$ cat config.mk
export PLATFORM = sky130hd
export DESIGN_NAME = ilsa_unit
export DESIGN_NICKNAME = d
export VERILOG_FILES = /design/src/logic/ilsa_unit_tail.sv /design/src/logic/ilsa_pkg.sv /design/src/logic/ilsa_unit.sv /design/src/logic/ilsa_shifter.sv
export SDC_FILE = /design/constraint.sdc
export NUM_CORES = 1
export LEC_CHECK = 0
export CORE_AREA = 2 2 143 145
export CTS_CLUSTER_DIAMETER = 200
export DETAILED_ROUTE_END_ITERATION = 8
export DIE_AREA = 0 0 145 147
export DONT_BUFFER_PORTS = 1
export PLACE_DENSITY_LB_ADDON = 0.05
export SLEW_MARGIN = 40
export SYNTH_ARGS = -nofsm -noshare
export SYNTH_HDL_FRONTEND = slang
export SYNTH_SLANG_ARGS = --single-unit
$ cat constraint.sdc
create_clock -name clk_sys_in -period 1.8 [get_ports clk_sys_in]
set_input_delay 0.36 -clock clk_sys_in [delete_from_list [all_inputs] [get_ports clk_sys_in]]
set_output_delay 0.36 -clock clk_sys_in [all_outputs]
set_load 0.05 [all_outputs]
$ cat src/logic/ilsa_unit_tail.sv
`timescale 1ns/1ps

$ cat src/logic/ilsa_pkg.sv
// Contract
// - Set-high writes immediate high, low ten zero.
// - Set-high is format 00 with opcode 100.
// - Set-high leaves condition codes unchanged.
// - Zero-destination zero-immediate set-high changes nothing.
// - Logical ops use register or sign-extended immediate.
// - Only flag-setting logical forms update condition codes.
// - Logical opcodes differ from flag forms in bit four.
// - And-not and or-not invert the second operand.
// - Xor-not xors first with inverted second operand.
// - Shift amount is low five bits or count.
// - Shifts left, right logical, right arithmetic fill.
// - Zero shift amount passes first source unchanged.
// - Shifts write result and keep condition codes.
// - Shift opcodes fixed; immediate bits twelve-five zero.
// - Addition variants decoded from their four opcodes.
// - Add sums first source with chosen operand.
// - Add-with-carry also adds the carry bit.
// - Flag adds update codes and detect overflow.
package ilsa_pkg;

    localparam int unsigned ILSA_XLEN = 32;
    localparam int unsigned ILSA_REG_W = 5;
    localparam int unsigned ILSA_SHAMT_W = 5;

    // Instruction field positions.
    localparam int unsigned ILSA_OP_MSB = 31;
    localparam int unsigned ILSA_OP_LSB = 30;
    localparam int unsigned ILSA_RD_MSB = 29;
    localparam int unsigned ILSA_RD_LSB = 25;
    localparam int unsigned ILSA_FMT2_OPC_MSB = 24;
    localparam int unsigned ILSA_FMT2_OPC_LSB = 22;
    localparam int unsigned ILSA_XOPC_MSB = 24;
    localparam int unsigned ILSA_XOPC_LSB = 19;
    localparam int unsigned ILSA_SRC1_MSB = 18;
    localparam int unsigned ILSA_SRC1_LSB = 14;
    localparam int unsigned ILSA_IBIT = 13;
    localparam int unsigned ILSA_SIMM_MSB = 12;
    localparam int unsigned ILSA_SIMM_LSB = 0;
    localparam int unsigned ILSA_SRC2_MSB = 4;
    localparam int unsigned ILSA_SRC2_LSB = 0;
    localparam int unsigned ILSA_HIGH_IMM_MSB = 21;
    localparam int unsigned ILSA_HIGH_IMM_LSB = 0;
    localparam int unsigned ILSA_SHRSV_MSB = 12;
    localparam int unsigned ILSA_SHRSV_LSB = 5;
    localparam int unsigned ILSA_FLAG_BIT = 4;
    localparam int unsigned ILSA_CARRY_SEL_BIT = 3;
    localparam int unsigned ILSA_LOW_ZERO_W = 10;

    // Primary and secondary opcode values.
    localparam logic [1:0] ILSA_OP_FMT2 = 2'h0;
    localparam logic [1:0] ILSA_OP_ARITH = 2'h2;
    localparam logic [2:0] ILSA_FMT2_SETHIGH = 3'h4;

    // Extended opcodes, plain forms plus the two flag adds; flag forms set bit four.
    localparam logic [5:0] ILSA_XOPC_ADD = 6'h00;
    localparam logic [5:0] ILSA_XOPC_ADDCC = 6'h10;
    localparam logic [5:0] ILSA_XOPC_ADDC = 6'h08;
    localparam logic [5:0] ILSA_XOPC_ADDCCC = 6'h18;
    localparam logic [5:0] ILSA_XOPC_AND = 6'h01;
    localparam logic [5:0] ILSA_XOPC_OR = 6'h02;
    localparam logic [5:0] ILSA_XOPC_XOR = 6'h03;
    localparam logic [5:0] ILSA_XOPC_ANDNOT = 6'h05;
    localparam logic [5:0] ILSA_XOPC_ORNOT = 6'h06;
    localparam logic [5:0] ILSA_XOPC_XORNOT = 6'h07;
    localparam logic [5:0] ILSA_XOPC_SHL = 6'h25;
    localparam logic [5:0] ILSA_XOPC_SHRL = 6'h26;
    localparam logic [5:0] ILSA_XOPC_SHRA = 6'h27;
    localparam logic [5:0] ILSA_FLAG_MASK = 6'h10;

    // Condition code bit positions within the four-bit group.
    localparam int unsigned ILSA_CC_N = 3;
    localparam int unsigned ILSA_CC_Z = 2;
    localparam int unsigned ILSA_CC_V = 1;
    localparam int unsigned ILSA_CC_C = 0;
    localparam logic [3:0] ILSA_CC_RESET = 4'h0;

    typedef struct packed {
        logic [ILSA_XLEN-1:0] result;
        logic [ILSA_REG_W-1:0] dest;
        logic wr_en;
        logic done;
        logic illegal;
        logic cc_upd;
        logic [3:0] cc;
    } ilsa_state_t;

endpackage : ilsa_pkg

$ cat src/logic/ilsa_unit.sv
`timescale 1ns/1ps
module ilsa_unit (
    input wire logic clk_sys_in, // System clock, 100 MHz.
    input wire logic rstn_in, // Asynchronous reset, active low.
    input wire logic instr_valid_in, // Instruction word is valid this cycle.
    input wire logic [ilsa_pkg::ILSA_XLEN-1:0] instr_word_in, // Instruction word.
    input wire logic [ilsa_pkg::ILSA_XLEN-1:0] first_source_data_in, // First source value.
    input wire logic [ilsa_pkg::ILSA_XLEN-1:0] second_source_data_in, // Second source value.
    output logic [ilsa_pkg::ILSA_REG_W-1:0] first_source_reg_out, // First source index.
    output logic [ilsa_pkg::ILSA_REG_W-1:0] second_source_reg_out, // Second source index.
    output logic [ilsa_pkg::ILSA_XLEN-1:0] result_out, // Result for destination.
    output logic [ilsa_pkg::ILSA_REG_W-1:0] dest_reg_out, // Destination index.
    output logic write_en_out, // Destination write pulse.
    output logic done_out, // Instruction retired pulse.
    output logic illegal_out, // Unsupported arithmetic-format encoding pulse.
    output logic cc_update_out, // Condition codes changed pulse.
    output logic [3:0] cond_codes_out // Held condition codes N Z V C.
);
    import ilsa_pkg::*;

    logic [1:0] rst_sync_q;
    logic rst_n;
    ilsa_state_t state_q;
    ilsa_state_t state_d;

    logic [1:0] format_opcode;
    logic [2:0] format2_opcode_field;
    logic [5:0] extended_opcode_field;
    logic [ILSA_REG_W-1:0] dest_field;
    logic [ILSA_REG_W-1:0] first_source_reg;
    logic [ILSA_REG_W-1:0] second_source_reg;
    logic operand_select;
    logic [ILSA_SIMM_MSB:0] signed_immediate_field;
    logic [ILSA_HIGH_IMM_MSB:0] high_immediate_field;
    logic [ILSA_XLEN-1:0] op_a;
    logic [ILSA_XLEN-1:0] op_b;
    logic [ILSA_SHAMT_W-1:0] shift_amount;
    logic shift_left;
    logic shift_arith;
    logic [ILSA_XLEN-1:0] shift_result;
    logic [ILSA_XLEN:0] sum_wide;
    logic carry_bit;

    // Reset release passes two flip-flops before the logic sees it.
    always_ff @(posedge clk_sys_in or negedge rstn_in) begin
        if (!rstn_in) begin
            rst_sync_q <= 2'h0;
        end else begin
            rst_sync_q <= {rst_sync_q[0], 1'b1};
        end
    end
    assign rst_n = rst_sync_q[1];

    // Instruction fields at their fixed positions.
    assign format_opcode = instr_word_in[ILSA_OP_MSB:ILSA_OP_LSB];
    assign dest_field = instr_word_in[ILSA_RD_MSB:ILSA_RD_LSB];
    assign format2_opcode_field = instr_word_in[ILSA_FMT2_OPC_MSB:ILSA_FMT2_OPC_LSB];
    assign extended_opcode_field = instr_word_in[ILSA_XOPC_MSB:ILSA_XOPC_LSB];
    assign first_source_reg = instr_word_in[ILSA_SRC1_MSB:ILSA_SRC1_LSB];
    assign operand_select = instr_word_in[ILSA_IBIT];
    assign signed_immediate_field = instr_word_in[ILSA_SIMM_MSB:ILSA_SIMM_LSB];
    assign second_source_reg = instr_word_in[ILSA_SRC2_MSB:ILSA_SRC2_LSB];
    assign high_immediate_field = instr_word_in[ILSA_HIGH_IMM_MSB:ILSA_HIGH_IMM_LSB];
    assign first_source_reg_out = first_source_reg;
    assign second_source_reg_out = second_source_reg;

    // Operands; register zero always reads as zero.
    always_comb begin
        op_a = (first_source_reg == '0) ? '0 : first_source_data_in;
        if (operand_select) begin
            op_b = {{(ILSA_XLEN-ILSA_SIMM_MSB-1){signed_immediate_field[ILSA_SIMM_MSB]}},
                signed_immediate_field};
        end else begin
            op_b = (second_source_reg == '0) ? '0 : second_source_data_in;
        end
    end

    // Shift count is the low five bits of the operand, immediate or register.
    assign shift_amount = op_b[ILSA_SHAMT_W-1:0];
    assign shift_left = (extended_opcode_field == ILSA_XOPC_SHL);
    assign shift_arith = (extended_opcode_field == ILSA_XOPC_SHRA);

    ilsa_shifter #(
        .WIDTH(ILSA_XLEN),
        .AMT_W(ILSA_SHAMT_W)
    ) u_shifter (
        .value_in(op_a),
        .amount_in(shift_amount),
        .left_in(shift_left),
        .arith_in(shift_arith),
        .value_out(shift_result)
    );

    // The carry added by the carry variants is the held C flag.
    assign carry_bit = state_q.cc[ILSA_CC_C] &
        extended_opcode_field[ILSA_CARRY_SEL_BIT];
    assign sum_wide = {1'b0, op_a} + {1'b0, op_b} + {{ILSA_XLEN{1'b0}}, carry_bit};

    // Decode and execute one instruction into the next state.
    always_comb begin
        logic [ILSA_XLEN-1:0] res;
        logic writes;
        logic sets_cc;
        logic is_add;
        logic bad;
        logic [3:0] cc_new;
        res = '0;
        writes = 1'b0;
        sets_cc = 1'b0;
        is_add = 1'b0;
        bad = 1'b0;
        cc_new = state_q.cc;
        state_d = state_q;
        state_d.wr_en = 1'b0;
        state_d.done = 1'b0;
        state_d.illegal = 1'b0;
        state_d.cc_upd = 1'b0;
        if (instr_valid_in) begin
            if (format_opcode == ILSA_OP_FMT2 &&
                format2_opcode_field == ILSA_FMT2_SETHIGH) begin
                // Condition codes are left alone here.
                res = {high_immediate_field, {ILSA_LOW_ZERO_W{1'b0}}};
                writes = 1'b1;
            end else if (format_opcode == ILSA_OP_ARITH) begin
                // Flag forms differ from plain forms only in bit four.
                unique case (extended_opcode_field & ~ILSA_FLAG_MASK)
                    ILSA_XOPC_ADD, ILSA_XOPC_ADDC: begin
                        res = sum_wide[ILSA_XLEN-1:0];
                        writes = 1'b1;
                        is_add = 1'b1;
                        sets_cc = extended_opcode_field[ILSA_FLAG_BIT];
                    end
                    ILSA_XOPC_AND: begin
                        res = op_a & op_b;
                        writes = 1'b1;
                        sets_cc = extended_opcode_field[ILSA_FLAG_BIT];
                    end
                    ILSA_XOPC_OR: begin
                        res = op_a | op_b;
                        writes = 1'b1;
                        sets_cc = extended_opcode_field[ILSA_FLAG_BIT];
                    end
                    ILSA_XOPC_XOR: begin
                        res = op_a ^ op_b;
                        writes = 1'b1;
                        sets_cc = extended_opcode_field[ILSA_FLAG_BIT];
                    end
                    ILSA_XOPC_ANDNOT: begin
                        res = op_a & ~op_b;
                        writes = 1'b1;
                        sets_cc = extended_opcode_field[ILSA_FLAG_BIT];
                    end
                    ILSA_XOPC_ORNOT: begin
                        res = op_a | ~op_b;
                        writes = 1'b1;
                        sets_cc = extended_opcode_field[ILSA_FLAG_BIT];
                    end
                    ILSA_XOPC_XORNOT: begin
                        res = op_a ^ ~op_b;
                        writes = 1'b1;
                        sets_cc = extended_opcode_field[ILSA_FLAG_BIT];
                    end
                    default: begin
                        // Shifts have no flag form; zero count passes op_a through.
                        if (extended_opcode_field == ILSA_XOPC_SHL ||
                            extended_opcode_field == ILSA_XOPC_SHRL ||
                            extended_opcode_field == ILSA_XOPC_SHRA) begin
                            if (operand_select &&
                                instr_word_in[ILSA_SHRSV_MSB:ILSA_SHRSV_LSB] != '0) begin
                                bad = 1'b1;
                            end else begin
                                res = shift_result;
                                writes = 1'b1;
                            end
                        end else begin
                            bad = 1'b1;
                        end
                    end
                endcase
            end
            // Condition codes: N and Z from the result, V and C from adds only.
            if (sets_cc) begin
                cc_new[ILSA_CC_N] = res[ILSA_XLEN-1];
                cc_new[ILSA_CC_Z] = (res == '0);
                cc_new[ILSA_CC_V] = is_add & (op_a[ILSA_XLEN-1] == op_b[ILSA_XLEN-1]) &
                    (res[ILSA_XLEN-1] != op_a[ILSA_XLEN-1]);
                cc_new[ILSA_CC_C] = is_add & sum_wide[ILSA_XLEN];
            end
            state_d.cc = cc_new;
            state_d.cc_upd = sets_cc;
            state_d.result = res;
            state_d.dest = dest_field;
            // Writes to register zero are discarded, so the zero set-high is a no-op.
            state_d.wr_en = writes & (dest_field != '0);
            state_d.done = writes;
            state_d.illegal = bad;
        end
    end

    // All block state except the reset synchronizer is registered as one word.
    always_ff @(posedge clk_sys_in or negedge rst_n) begin
        if (!rst_n) begin
            state_q <= '{result: '0, dest: '0, wr_en: 1'b0, done: 1'b0,
                         illegal: 1'b0, cc_upd: 1'b0, cc: ILSA_CC_RESET};
        end else begin
            state_q <= state_d;
        end
    end

    // Outputs come straight from the state register.
    assign result_out = state_q.result;
    assign dest_reg_out = state_q.dest;
    assign write_en_out = state_q.wr_en;
    assign done_out = state_q.done;
    assign illegal_out = state_q.illegal;
    assign cc_update_out = state_q.cc_upd;
    assign cond_codes_out = state_q.cc;

endmodule : ilsa_unit

$ cat src/logic/ilsa_shifter.sv
`timescale 1ns/1ps
module ilsa_shifter #(
    parameter int unsigned WIDTH = 32,
    parameter int unsigned AMT_W = 5
) (
    input wire logic [WIDTH-1:0] value_in, // Value to shift.
    input wire logic [AMT_W-1:0] amount_in, // Shift count.
    input wire logic left_in, // High shifts left.
    input wire logic arith_in, // High fills right shifts with sign.
    output logic [WIDTH-1:0] value_out // Shifted value.
);

    logic fill;

    // Vacated bits take zero, or the sign bit for an arithmetic right shift.
    always_comb begin
        fill = arith_in & value_in[WIDTH-1];
        if (left_in) begin
            value_out = value_in << amount_in;
        end else begin
            // The fill word enters from the top; the low half is the result.
            value_out = WIDTH'({{WIDTH{fill}}, value_in} >> amount_in);
        end
    end

endmodule : ilsa_shifter

==> summary.md, run 1 <==
| Metric | Value |
|---|---|
| Initial Util | 59.20% |
| Aggregate global-route resource usage | 76.51% |
| Inserted Clock Buffers | 5 |
| Yosys warning total | 0 |
| Seq/Total Area, Yosys | 10.01% |
| Pre-CTS setup slack | -2.417 ns |
| Gr ovfl total | 152 |
| Yosys reg bits | 47 |
| GP Congestion | 1.303 |
| Dpl cell area | 16330 um^2 |
| Largest net degree at the start of global routing | 51 |
| Syn_nets | 1883 |
| Err | [ERROR GRT-0116] Global routing finished with congestion. Check the congestion regions in the DRC Viewer. |
| Most used DFF post-synth | dfrtp_1 |
| Avg Cell Area, Syn | 6.698 um^2 |
| DP HPWL | 54400 um |
| Placement Rows | 52 |
| First-pass GRT wire length | 126800 um |
| Async SR Flop Fraction | 100.0% |
| CTS Buffer Depth | 2 |
| CTS H-tree lvls | 2 |
| Mapped cell area | 11750 um^2 |
| Cell variety after synth | 95 |
| Status | did not finish |
| Sink Count | 47 |
| CTS Root Cell | clkbuf_16 |
| Post-synth EDFFs | 0 |
| Number of global-route vias before repair | 20810 |
| # port buffers | 0 |
| I/O pins | 154 |
| Mapped Cells | 1754 |
| Die outline width | 145 um |
| Exit stage | global routing |
| Die Span Y | 147 um |
metrics by stage:
stage | TNS, ns | instances | utilization, %
4_1_cts | -55.35 | 2480 | 87.46
3_3_place_gp | -68.93 | 2440 | 82.29
2_1_floorplan | -60.09 | 1754 | -
3_5_place_dp | -73.18 | 2440 | 82.29
cell families after synthesis:
family                   synth area share, %
AO/OA/AOI/OAI                          42.62
AND/OR/NAND/NOR                        22.35
buffers and inverters                  8.819
multiplexers                           9.479
flip-flops                             10.01
XOR/XNOR                               3.430
adder cells (fa/ha/maj)                3.259
other                                0.03192
synthesized netlist by cell type (all sizes together), types with 28 or more instances:
master / number / area [um^2]
nand2: 209 / 784.5
o21ai: 161 / 865.8
a21oi: 139 / 714.4
nor2: 122 / 465.5
clkbuf: 94 / 352.8
buf: 83 / 457.9
mux2i: 73 / 730.7
nand3: 64 / 320.3
o211ai: 64 / 485.5
inv: 57 / 214.0
dfrtp: 47 / 1176
nor3: 38 / 200.2
mux2: 34 / 382.9
a211oi: 33 / 247.7
xnor2: 33 / 289.0
a21o: 31 / 232.7
ha: 29 / 362.9
a31oi: 28 / 181.4
repair_timing:
item / 4_1_cts
hold endpoints to repair: 2
pin swaps: 89
hold buffers: 1
gates resized for setup: 143
endpoints found under the setup margin: 38
setup buffers: 32
routing by layer:
| metal | global-route usage (%) | GRT overflow |
|---|---|---|
| met1 | 77.48 | 1 |
| met2 | 94.74 | 74 |
| met3 | 58.63 | 1 |
| met4 | 79.21 | 76 |
| met5 | 9.545 | 0 |
==> run 2: changes to the inputs <==
Settings changed: CORE_AREA 2 2 143 145 to 2 2 175 177, CTS_CLUSTER_DIAMETER 200 to default, DIE_AREA 0 0 145 147 to 0 0 177 179, PLACE_DENSITY_LB_ADDON 0.05 to 0.15.
==> summary.md, run 2 <==
| Metric | Value |
|---|---|
| Placement Rows | 64 (+23%) |
| Inserted Clock Buffers | 5 (unchanged) |
| Met3 WL | 9601 um |
| Max FO, Critical Path | 6 |
| Pwr dens | 495.6 nW/um^2 |
| Reg2reg path depth | 15 |
| Max-cap check violation count | 0 |
| Share of cells above drive strength 1 | 45.03% |
| Fin. Hold Viols | 0 |
| R2R Path End | cond_codes_out[2] |
| Critical path's slowest cell | or4_4 |
| CP endpoint kind | register |
| Die area | 31680 um^2 |
| Initial Util | 39.12% (-20 points) |
| Aggregate global-route resource usage | 49.41% |
| Yosys warning total | 0 (unchanged) |
| DR pass1 iterations | 6 |
| Most frequent cells in the layout | buf_4, nand2_1, nor2_1, a21oi_1, o21ai_0 |
| Top cells by count, synth | nand2_1, o21ai_0, a21oi_1 |
| Final min period | 3.844 ns |
| GP Congestion | 1.102 (-15%) |
| Most common cell after layout, fill and taps aside | buf_4 |
| Die outline width | 177 um (+22%) |
| Met2 wire len | 34590 um |
| Post-DR wirelength/cell | 30.32 um |
| Clock-pin slew of the registers on the worst-case setup and hold paths | 0.07 ns |
| Mapped cell area | 11750 um^2 (unchanged) |
| R2r startpoint | cond_codes_out[0] |
| Leading post-synthesis cells by cell area | dfrtp_1, nand2_1, mux2i_1, o21ai_0, a21oi_1 |
| Xor-xnor portion of the synthesized cell area | 3.430% (unchanged) |
| Largest family of logic cells by synthesized area | compound AO/OA/AOI/OAI gates |
| Final Power | 0.009542 W |
| Cell Chain, Critical Path | or4_4, or2_4, buf_6, nand2_1, inv_2, ha_4, a21oi_2, o21bai_1, a21o_1, and2_4, nor3_2, a21boi_1, buf_4, or4_4, a21oi_4, o31ai_4, a2111oi_4, nand4_1, nand2_1 |
| Design area | 19250 um^2 |
| CTS tree | built |
| Avg Cell Area, Syn | 6.698 um^2 (unchanged) |
| Crit start category | input pin |
| Most used DFF post-synth | dfrtp_1 |
| DR vias/cell | 6.836 |
| F_max | 260.1 MHz |
| Cell variety after synth | 95 (unchanged) |
| CTS Buffer Depth | 2 (unchanged) |
| CP peak stage delay | 0.60 ns |
| Final worst-path cycle share | 213.6% |
| Area Growth Syn to Fin | 63.89% |
| Synth top area share | 10.01% (unchanged) |
| Syn_nets | 1883 (unchanged) |
| Slew at the pin with the worst max-slew slack | 0.7812 ns |
| Top-count cell post-synth | nand2_1 |
| Seq/Total Area, Yosys | 10.01% (unchanged) |
| Initial DRC count | 2726 |
| First-pass GRT wire length | 115800 um |
| Nets | 2444 |
| Initial antenna violation count | 3 |
| Synth Area in Simple Gates | 22.35% (unchanged) |
| Post-synth EDFFs | 0 (unchanged) |
| Final ANT Viol Nets | 0 |
| # port buffers | 0 (unchanged) |
| PnR worst setup slack | -2.044 ns |
| Failing checks | setup timing |
| Crit-path leading delay family | simple AND/OR/NAND/NOR gates |
| Critical Path RT | 2.03 ns |
| Drt drc | 0 |
| Max reg flops | 32 |
| CTS Root Cell | clkbuf_16 |
| Gr ovfl total | 0 |
| Synth area leader | dfrtp_1 |
| Largest net degree at the start of global routing | 51 |
| Mapped Cells | 1754 (unchanged) |
| Final Skew | 0.01011 ns |
| Endpoints failing setup | 36 |
| Status | finished, violations left |
| # fillers | 2647 |
| Yosys reg bits | 47 (unchanged) |
| Post-synthesis compound-gate area fraction | 42.62% (unchanged) |
| Rel. slew slack | 47.92% |
| Max Used Layer | met5 |
| WP buf/inv | 3 |
| Final Util | 64.12% |
| CP endpoint | cond_codes_out[2] |
| Fin. max-slew vios | 0 |
| Async SR Flop Fraction | 100.0% (unchanged) |
| Worst Path Arrival | 4.08 ns |
| Die Span Y | 179 um (+22%) |
| Total core area | 30030 um^2 |
| CTS H-tree lvls | 2 (unchanged) |
| M1 wire length | 29770 um |
| Setup slack, reg-to-reg | -1.54 ns |
| Adder-cell share of the synthesized area | 3.259% (unchanged) |
| Sink Count | 47 (unchanged) |
| Number of global-route vias before repair | 17420 |
| WP depth | 19 |
| Leakage | 8.422 nW |
| Clock Latency Late Sink | 0.29 ns |
| Mux share of post-synthesis cell area | 9.479% (unchanged) |
| I/O pins | 154 (unchanged) |
| Critical path type | in -> reg |
| Vias | 18550 |
| Peak supply drop | 0.0005047 V |
| Dpl cell area | 17210 um^2 (+5.4%) |
| RSZ-0062 raised after global routing | true |
| Total Wirelength | 82300 um |
| Worst Setup SP | instr_word_in[14] |
| Worst min path class | in -> reg |
| DP HPWL | 65040 um (+20%) |
[run 2: cell counts after synthesis]
Identical to the previous run, type by type.
[run 2: timing repair]
item | 4_1_cts | 5_1_grt
hold buffers | 1 | 0
cloned | 0 | 3
endpoints found under the hold margin | 2 | 0
buffers inserted | 32 | 28
setup endpoints to repair | 38 | 37
pin swaps | 79 | 57
resized for setup | 180 | 126
[run 2: metrics by stage]
| stage | hold WS, ns | setup slack (ns) | TNS, ns | instances |
|---|---|---|---|---|
| floorplan | 0.06441 | -2.241 | -60.09 | 1754 |
| global placement | 0.06452 | -2.447 | -73.81 | 2650 |
| detailed placement | 0.06456 | -2.581 | -76.05 | 2650 |
| CTS | 0.1484 | -1.910 | -55.14 | 2684 |
| global route | 0.1336 | -2.115 | -60.55 | 2712 |
| finish | 0.1393 | -2.044 | -59.03 | 2714 |
[run 2: cell type report]
cell class / count / area (um^2) / share of cell area (%)
sequential: 47 / 1177 / 6.115
tap: 396 / 495.5 / 2.573
inverter: 60 / 227.7 / 1.183
clock inverter: 3 / 47.55 / 0.2469
timing repair buffer: 731 / 5983 / 31.08
clock buffer: 5 / 125.1 / 0.6499
multi-input combinational: 1470 / 11190 / 58.13
antenna: 2 / 5.005 / 0.02599
[run 2: cell families after synthesis]
family                   count (synthesis)
XOR/XNOR                                46
AND/OR/NAND/NOR                        559
buffers and inverters                  237
flip-flops                              47
multiplexers                           107
adder cells (fa/ha/maj)                 30
other                                    1
AO/OA/AOI/OAI                          727
[run 2: worst min path at each step]
stage	start	to	slack, ns	cells past startpoint
global route	instr_valid_in	result_out[29]	0.13	1
detailed placement	rstn_in	rst_sync_q[1]	0.06	0
finish	instr_valid_in	result_out[29]	0.14	1
floorplan	rstn_in	rst_sync_q[0]	0.06	0
global placement	rstn_in	rst_sync_q[0]	0.06	0
CTS	instr_valid_in	result_out[29]	0.15	1
[run 2: metal layers]
metal | GRT usage [%] | vias up
met5 | 0 | -
met3 | 11.98 | 459
met1 | 59.59 | 8766
met2 | 75.84 | 1516
met4 | 37.47 | 2
li1 | - | 7809
[run 2: power by group]
group | switching, W | total (W) | internal (W)
sequential | 0.000233 | 0.00134 | 0.00111
clock | 0.000425 | 0.00109 | 0.000663
combinational | 0.00387 | 0.00711 | 0.00325
No activity file was read; power rests on OpenSTA's default activity.
